==> src/pkg/shlk_pkg.sv <==
// Purpose: Constants and types for the shared lock semaphore
// Assumes: One clock, asynchronous active-high reset
// Notes: Operation list below
// Operation
// - Lock is one 32-bit word read and updated by both environments.
// - Bit 0 is the pending flag.
// - Bit 1 is the owned flag.
// - Bits 31:2 are reserved; acquire and release never change them.
// - Acquire clears pending and sets owned; if already owned, sets pending.
// - Acquire answers all-ones when granted, zero when only pending recorded.
// - Word-port writes are compare-exchange against the staged compare value; acquire and release ports update atomically in one read.
// - Release clears owned and pending with mask 03h, returns old pending.
// - Lock-free signal is a release bit that interrupts the other side.
// - Release signal only when pending was set.

package shlk_pkg;

  // ****************************************
  // Register map
  // ****************************************
  localparam logic [7:0] SHLK_OFS_WORD = 8'h00;
  localparam logic [7:0] SHLK_OFS_ACQ_OS = 8'h04;
  localparam logic [7:0] SHLK_OFS_ACQ_FW = 8'h08;
  localparam logic [7:0] SHLK_OFS_REL_OS = 8'h0C;
  localparam logic [7:0] SHLK_OFS_REL_FW = 8'h10;
  localparam logic [7:0] SHLK_OFS_STATUS = 8'h14;
  localparam logic [7:0] SHLK_OFS_MASK = 8'h18;
  localparam logic [7:0] SHLK_OFS_SIGNAL = 8'h1C;
  localparam logic [7:0] SHLK_OFS_CMPX = 8'h20;

  // ****************************************
  // Fields and reset values
  // ****************************************
  localparam int SHLK_BIT_PEND = 0;
  localparam int SHLK_BIT_OWN = 1;
  localparam logic [31:0] SHLK_REL_MASK = 32'h0000_0003;
  localparam logic [31:0] SHLK_WORD_RST = 32'h0000_0000;
  localparam logic [31:0] SHLK_GRANT = 32'hFFFF_FFFF;
  localparam logic [31:0] SHLK_REFUSE = 32'h0000_0000;
  localparam logic [1:0] SHLK_IRQ_RST = 2'h0;
  // Status bits: 0 = os_side_release_signal, 1 = firmware_side_release_signal
  localparam int SHLK_BIT_OS_RLS = 0;
  localparam int SHLK_BIT_FW_RLS = 1;

  typedef struct packed {
    logic [7:0] addr;
    logic [31:0] wdata;
    logic wr;
    logic rd;
  } shlk_req_t;

  typedef enum logic [1:0] {
    SHLK_OP_ACQ = 2'b00,
    SHLK_OP_REL = 2'b01,
    SHLK_OP_CMPX = 2'b10
  } shlk_op_t;

endpackage : shlk_pkg

==> src/shlk_update.sv <==
// Purpose: Computes the new lock word for one atomic operation
// Assumes: Purely combinational
// Notes: Shared by acquire, release and compare-exchange paths
`timescale 1ns/1ps
`default_nettype none

module shlk_update (
  input wire shlk_pkg::shlk_op_t op, // Operation kind
  input wire logic [31:0] cur, // Word as read
  input wire logic [31:0] cmp_val, // Expected value for compare-exchange
  input wire logic [31:0] new_val, // Replacement for compare-exchange
  output logic [31:0] nxt_word, // Word after the operation
  output logic [31:0] result // Answer to the requester
);

  wire logic owned = cur[shlk_pkg::SHLK_BIT_OWN];
  wire logic match = (cur == cmp_val);
  logic [31:0] acq_word;

  always_comb begin
    acq_word = cur;
    acq_word[shlk_pkg::SHLK_BIT_PEND] = owned;
    acq_word[shlk_pkg::SHLK_BIT_OWN] = 1'b1;
    nxt_word = cur;
    result = shlk_pkg::SHLK_REFUSE;
    unique case (op)
      shlk_pkg::SHLK_OP_ACQ: begin
        nxt_word = acq_word;
        result = owned ? shlk_pkg::SHLK_REFUSE : shlk_pkg::SHLK_GRANT;
      end
      shlk_pkg::SHLK_OP_REL: begin
        nxt_word = cur & ~shlk_pkg::SHLK_REL_MASK;
        result = {31'h0000_0000, cur[shlk_pkg::SHLK_BIT_PEND]};
      end
      shlk_pkg::SHLK_OP_CMPX: begin
        nxt_word = match ? new_val : cur;
        result = cur;
      end
      default: begin
        nxt_word = cur;
        result = shlk_pkg::SHLK_REFUSE;
      end
    endcase
  end

endmodule : shlk_update

`default_nettype wire

==> src/shlk_top.sv <==
// Purpose: Two-party hardware semaphore with release interrupts
// Assumes: Register port with one-cycle read latency; one port serialises all parties
// Notes: Each access is atomic since the word updates in a single cycle
//
// Our own choices: the register addresses and the address-and-strobe port.
`timescale 1ns/1ps
`default_nettype none

module shlk_top (
  input wire logic clock, // 200 MHz clock
  input wire logic reset, // Asynchronous reset, active high
  input wire logic [7:0] addr, // Register byte address
  input wire logic [31:0] wdata, // Write data
  input wire logic wr_en, // Write strobe
  input wire logic rd_en, // Read strobe
  output logic [31:0] rdata, // Read data, cycle after read strobe
  output logic os_irq, // Interrupt to OS side
  output logic fw_irq, // Interrupt to firmware side
  output logic irq // Combined masked interrupt
);

  // ****************************************
  // Decode
  // ****************************************
  shlk_pkg::shlk_req_t req;
  assign req = '{addr: addr, wdata: wdata, wr: wr_en, rd: rd_en};

  logic [31:0] word_ff, nxt_word;
  logic [31:0] cmp_ff, nxt_cmp;
  logic [1:0] status_ff, nxt_status;
  logic [1:0] mask_ff, nxt_mask;
  logic [31:0] rdata_ff, nxt_rdata;

  wire logic rd_word = req.rd && req.addr == shlk_pkg::SHLK_OFS_WORD;
  wire logic rd_acq_os = req.rd && req.addr == shlk_pkg::SHLK_OFS_ACQ_OS;
  wire logic rd_acq_fw = req.rd && req.addr == shlk_pkg::SHLK_OFS_ACQ_FW;
  wire logic rd_rel_os = req.rd && req.addr == shlk_pkg::SHLK_OFS_REL_OS;
  wire logic rd_rel_fw = req.rd && req.addr == shlk_pkg::SHLK_OFS_REL_FW;
  wire logic rd_stat = req.rd && req.addr == shlk_pkg::SHLK_OFS_STATUS;
  wire logic rd_mask = req.rd && req.addr == shlk_pkg::SHLK_OFS_MASK;
  wire logic rd_cmpv = req.rd && req.addr == shlk_pkg::SHLK_OFS_CMPX;
  wire logic wr_word = req.wr && req.addr == shlk_pkg::SHLK_OFS_WORD;
  wire logic wr_stat = req.wr && req.addr == shlk_pkg::SHLK_OFS_STATUS;
  wire logic wr_mask = req.wr && req.addr == shlk_pkg::SHLK_OFS_MASK;
  wire logic wr_sig = req.wr && req.addr == shlk_pkg::SHLK_OFS_SIGNAL;
  wire logic wr_cmpv = req.wr && req.addr == shlk_pkg::SHLK_OFS_CMPX;

  wire logic do_acq = rd_acq_os | rd_acq_fw;
  wire logic do_rel = rd_rel_os | rd_rel_fw;
  wire logic is_fw = rd_acq_fw | rd_rel_fw;

  // Reads of an acquire or release port perform the whole atomic operation
  wire shlk_pkg::shlk_op_t op = do_acq ? shlk_pkg::SHLK_OP_ACQ :
                                do_rel ? shlk_pkg::SHLK_OP_REL : shlk_pkg::SHLK_OP_CMPX;

  logic [31:0] upd_word;
  logic [31:0] upd_result;

  shlk_update u_update (
    .op(op),
    .cur(word_ff),
    .cmp_val(cmp_ff),
    .new_val(req.wdata),
    .nxt_word(upd_word),
    .result(upd_result)
  );

  // ****************************************
  // Lock word
  // ****************************************
  // Writing the word port is a compare-exchange against the staged compare value
  assign nxt_word = (do_acq | do_rel | wr_word) ? upd_word : word_ff;
  assign nxt_cmp = wr_cmpv ? req.wdata : cmp_ff;

  // ****************************************
  // Release events
  // ****************************************
  // A release that found pending set raises the bit for the other side
  wire logic rel_pend = do_rel & word_ff[shlk_pkg::SHLK_BIT_PEND];
  wire logic [1:0] hw_set = {rel_pend & ~is_fw, rel_pend & is_fw}
                          | (wr_sig ? req.wdata[1:0] : 2'h0);
  wire logic [1:0] sw_clr = wr_stat ? req.wdata[1:0] : 2'h0;
  // Set wins over a clear in the same cycle
  assign nxt_status = (status_ff & ~sw_clr) | hw_set;
  assign nxt_mask = wr_mask ? req.wdata[1:0] : mask_ff;

  // ****************************************
  // Read data
  // ****************************************
  assign nxt_rdata = rd_word ? word_ff :
                     (do_acq | do_rel) ? upd_result :
                     rd_stat ? {30'h0000_0000, status_ff} :
                     rd_mask ? {30'h0000_0000, mask_ff} :
                     rd_cmpv ? cmp_ff : 32'h0000_0000;

  always_ff @(posedge clock or posedge reset) begin
    if (reset) begin
      word_ff <= shlk_pkg::SHLK_WORD_RST;
      cmp_ff <= shlk_pkg::SHLK_WORD_RST;
      status_ff <= shlk_pkg::SHLK_IRQ_RST;
      mask_ff <= shlk_pkg::SHLK_IRQ_RST;
      rdata_ff <= shlk_pkg::SHLK_WORD_RST;
    end else begin
      word_ff <= nxt_word;
      cmp_ff <= nxt_cmp;
      status_ff <= nxt_status;
      mask_ff <= nxt_mask;
      rdata_ff <= nxt_rdata;
    end
  end

  assign rdata = rdata_ff;
  // Status bit 0 wakes the OS side (fw released), bit 1 wakes firmware (OS released)
  assign os_irq = status_ff[shlk_pkg::SHLK_BIT_OS_RLS] & mask_ff[shlk_pkg::SHLK_BIT_OS_RLS];
  assign fw_irq = status_ff[shlk_pkg::SHLK_BIT_FW_RLS] & mask_ff[shlk_pkg::SHLK_BIT_FW_RLS];
  assign irq = os_irq | fw_irq;

endmodule : shlk_top

`default_nettype wire

==> config.mk <==
export PLATFORM = sky130hd
export DESIGN_NAME = shlk_top
export DESIGN_NICKNAME = d
export VERILOG_FILES = /design/src/pkg/shlk_pkg.sv /design/src/shlk_update.sv /design/src/shlk_top.sv
export SDC_FILE = /design/constraint.sdc
export NUM_CORES = 1
export LEC_CHECK = 0
export ABC_AREA = 1
export BUFFER_PORTS_ARGS = -buffer_cell sky130_fd_sc_hd__buf_2
export CELL_PAD_IN_SITES_DETAIL_PLACEMENT = 1
export CELL_PAD_IN_SITES_GLOBAL_PLACEMENT = 1
export CORE_MARGIN = 3
export CORE_UTILIZATION = 30
export CTS_CLUSTER_DIAMETER = 100
export DETAILED_ROUTE_END_ITERATION = 8
export HOLD_SLACK_MARGIN = 0.02
export PLACE_DENSITY = 0.62
export SYNTH_ARGS = -nofsm -noshare
export SYNTH_HDL_FRONTEND = slang
export SYNTH_HIERARCHICAL = 1
export SYNTH_SLANG_ARGS = --single-unit
==> constraint.sdc <==
create_clock -name clock -period 4.75 [get_ports clock]
set_input_delay 0.2375 -clock clock [delete_from_list [all_inputs] [get_ports clock]]
set_output_delay 0.2375 -clock clock [all_outputs]
set_load 0.01 [all_outputs]
==> results_dict.tcl <==
set metrics [dict create \
    critPathCaptureType "register" \
    status "finished, violations left" \
    period_minus_slack_ns 2.69 \
    ctsRootBufferMaster "sky130_fd_sc_hd__clkbuf_16" \
    p_switching_mw 0.488 \
    required_ns 4.97 \
    total_leakage_power_nw 3.59 \
    post_route_wl_mm 17.0 \
    worstSetupStartpointType "input port" \
    grt.total_usage 0.174 \
    final.setup.tns_ns 0 \
    worst_slack_placed_ns 1.66 \
    cts-hold-fix-buffers 0 \
    ys_warn_count 6 \
    syn2layout_area_growth_pct 14.1 \
    firstDrtPassIters 4 \
    internal-power_mw 1.38 \
    drc 0 \
    grt_start_max_net_pins 65 \
    timing_hold_violations_final 4 \
    routed-via-count 5064 \
    critical_path.slowest_cell "sky130_fd_sc_hd__nand2_1" \
    clock_tree.buffer_depth 2 \
    instances_no_fill 1084 \
    synth_area_per_cell_um2 7.21 \
    ys_ff_latch 100 \
    seqPwrFrac 0.494 \
    worst_hold_path_type "in2async" \
    fill_cells 2298 \
    ys.flop_type "sky130_fd_sc_hd__dfrtp_1" \
    tritoncts_clock_tree "yes" \
    power_density_nw_per_um2 288 \
    h-tree-depth 3 \
    die_area_um2 20700 \
    ant_nets 0 \
    routabilityCongestion 0.762 \
    number_of_antenna_diodes 0 \
    arrival_ns 2.91 \
    critical_path_peak_fanout 43 \
    skew_ns 0.0101 \
    post-place-cells 1068 \
    clock_latency_ns 0.36 \
    post_syn_area_um2 5690 \
    final_net_count 894 \
    layout.cells.most_common "sky130_fd_sc_hd__nand2_1" \
    synth-async-reset-ratio 1.00 \
    max_slew_margin 0.259 \
    synthCells 790 \
    switch_share 0.261 \
    num_io_pins 79 \
    final_layout_size_suffix_gt1_frac 0.164 \
    p_comb_frac 0.101 \
    report.final.setup_viol 0 \
    post_drt_via_cell_ratio 4.67 \
    synth-seq-area-share 0.439 \
    violations "negative hold slack" \
    grt_pass1_wl_mm 28.1 \
    clock_power_share 0.405 \
    timing.final.max_slew_violations 0 \
    placement_cell_area_um2 6200 \
    cts_made_buffers 9 \
    dr.first_iter.drc_count 238 \
    hold-worst-slack_ns -0.00142 \
    die-width_um 144 \
    antenna_found_initial 0 \
    globalRoute.totalOverflow 0 \
    count_of_input_and_output_buffers 78 \
    initial_utilization 0.311 \
    timing.final.ws_setup_ns 2.06 \
    rsz0062_at_grt "no" \
    floorplan.core_area_um2 18300 \
    reg2reg_depth 12 \
    wl_cell_um 15.7 \
    cts_repair_resize_count 0 \
    most-common-layout-cells "sky130_fd_sc_hd__nand2_1, sky130_fd_sc_hd__dfrtp_1, sky130_fd_sc_hd__inv_1" \
    maxCapViolCount 0 \
    post-route-period-util 0.567 \
    synth_enable_flop_cells 0 \
    cts.sinks 100 \
    crit_path_max_incr_delay_ns 0.40 \
    die_height_um 144 \
    timing.setup.critical_path_class "in2reg" \
    ir_worst_vdd_v 0.000171 \
    hpwl_mm 11.4 \
    worst_slew_pin_slew_ns 1.11 \
    cts_setup_buffers 0 \
    ys_types 34 \
    std_cell_rows 49 \
    worst_setup_hold_path_clk_slew_ns 0.07 \
    stdcell_area_um2 6490 \
    cp_cell_sequence "buf_2, nor2_2, and2_2, nand3_2, nand3_4, inv_4, nand2_1, inv_1, buf_4, nand3_4, clkinv_4, o21ai_2, inv_2, nand2_1, o21ai_0" \
    fmax_mhz 371 \
    total_nets_after_synthesis 834 \
    grt_pass1_vias 5157 \
]
worst paths after layout:
check                                         from                 endpoint  slack [ns]
max                                        addr[1]  word_ff[18]$_DFFE_PP0P_        2.06
min                                          reset   mask_ff[0]$_DFFE_PP0P_      -0.001
max reg2reg                word_ff[15]$_DFFE_PP0P_  word_ff[30]$_DFFE_PP0P_        2.43
min reg2reg                 mask_ff[1]$_DFFE_PP0P_   mask_ff[1]$_DFFE_PP0P_        0.53
max in group asynchronous                    reset   cmp_ff[17]$_DFFE_PP0P_        3.62
min in group clock                       wdata[11]   cmp_ff[11]$_DFFE_PP0P_        0.12
Yosys cell counts (3+ instances only):
| cell type | n | area [µm²] |
|---|---|---|
| sky130_fd_sc_hd__buf_4 | 6 | 45.0 |
| sky130_fd_sc_hd__inv_1 | 85 | 319 |
| sky130_fd_sc_hd__nand3_2 | 3 | 30.0 |
| sky130_fd_sc_hd__xnor2_1 | 21 | 184 |
| sky130_fd_sc_hd__nor2_1 | 33 | 124 |
| sky130_fd_sc_hd__nor2_4 | 5 | 56.3 |
| sky130_fd_sc_hd__nand2_1 | 329 | 1230 |
| sky130_fd_sc_hd__o21ai_1 | 18 | 90.1 |
| sky130_fd_sc_hd__o21ai_2 | 3 | 26.3 |
| sky130_fd_sc_hd__inv_2 | 14 | 52.6 |
| sky130_fd_sc_hd__o211ai_1 | 19 | 143 |
| sky130_fd_sc_hd__dfrtp_1 | 100 | 2500 |
| sky130_fd_sc_hd__nand3_4 | 3 | 52.6 |
| sky130_fd_sc_hd__o21ai_0 | 36 | 180 |
| sky130_fd_sc_hd__a21oi_1 | 14 | 70.1 |
| sky130_fd_sc_hd__buf_6 | 5 | 56.3 |
| sky130_fd_sc_hd__buf_1 | 3 | 11.3 |
| sky130_fd_sc_hd__clkbuf_1 | 9 | 33.8 |
| sky130_fd_sc_hd__nor2_2 | 3 | 18.8 |
| sky130_fd_sc_hd__buf_2 | 9 | 45.0 |
| sky130_fd_sc_hd__nand3_1 | 52 | 260 |
| sky130_fd_sc_hd__nand2_2 | 6 | 37.5 |
flip-flops by register name (all words and copies together) (netlist names):
name / count
status_ff: 2
cmp_ff: 32
word_ff: 32
mask_ff: 2
rdata: 32
power groups by stage:
stage,combinational (mW),clock (mW),sequential [mW]
2_1_floorplan,0.127,0,0.929
4_1_cts,0.193,0.790,0.922
6_report,0.188,0.757,0.922
5_1_grt,0.223,0.823,0.927
3_5_place_dp,0.192,0,0.938
3_3_place_gp,0.190,0,0.937
critical path, delay by kind of cell:
kind | cells | cell delay, ns
simple gates | 7 | 1.40
buf+inv | 6 | 0.94
compound gates | 2 | 0.32
stage by stage:
stage | util | power [mW]
after floorplan | - | 1.06
after global placement | 0.338 | 1.13
after detailed placement | 0.338 | 1.13
after CTS | 0.354 | 1.90
after global routing | 0.354 | 1.97
final | 0.354 | 1.87
area by class of cell:
cell class | instances | area [µm²] | share of cell area
inverters | 101 | 389 | 0.0599
well taps | 229 | 287 | 0.0441
multi-input cells | 555 | 2590 | 0.399
repair buffers | 83 | 428 | 0.0659
flip-flops and latches | 100 | 2500 | 0.385
clock inverters | 4 | 48.8 | 0.00751
clock buffers | 12 | 246 | 0.0380
logic make-up after synthesis:
kind of cell              Yosys count  share of synthesized area
AOI/OAI and AO/OA                  91                     0.0908
xor gates and xnor gates           21                     0.0323
buffers and inverters             135                      0.105
DFF                               100                      0.439
and+or+nand+nor                   443                      0.332
layer usage:
layer | global-route usage | wire length [µm]
met4 | 0.0302 | 146
met5 | 0 | 0
met2 | 0.287 | 7830
met1 | 0.239 | 8420
met3 | 0.0363 | 588
Note: power is estimated with default switching activity, not from simulation.
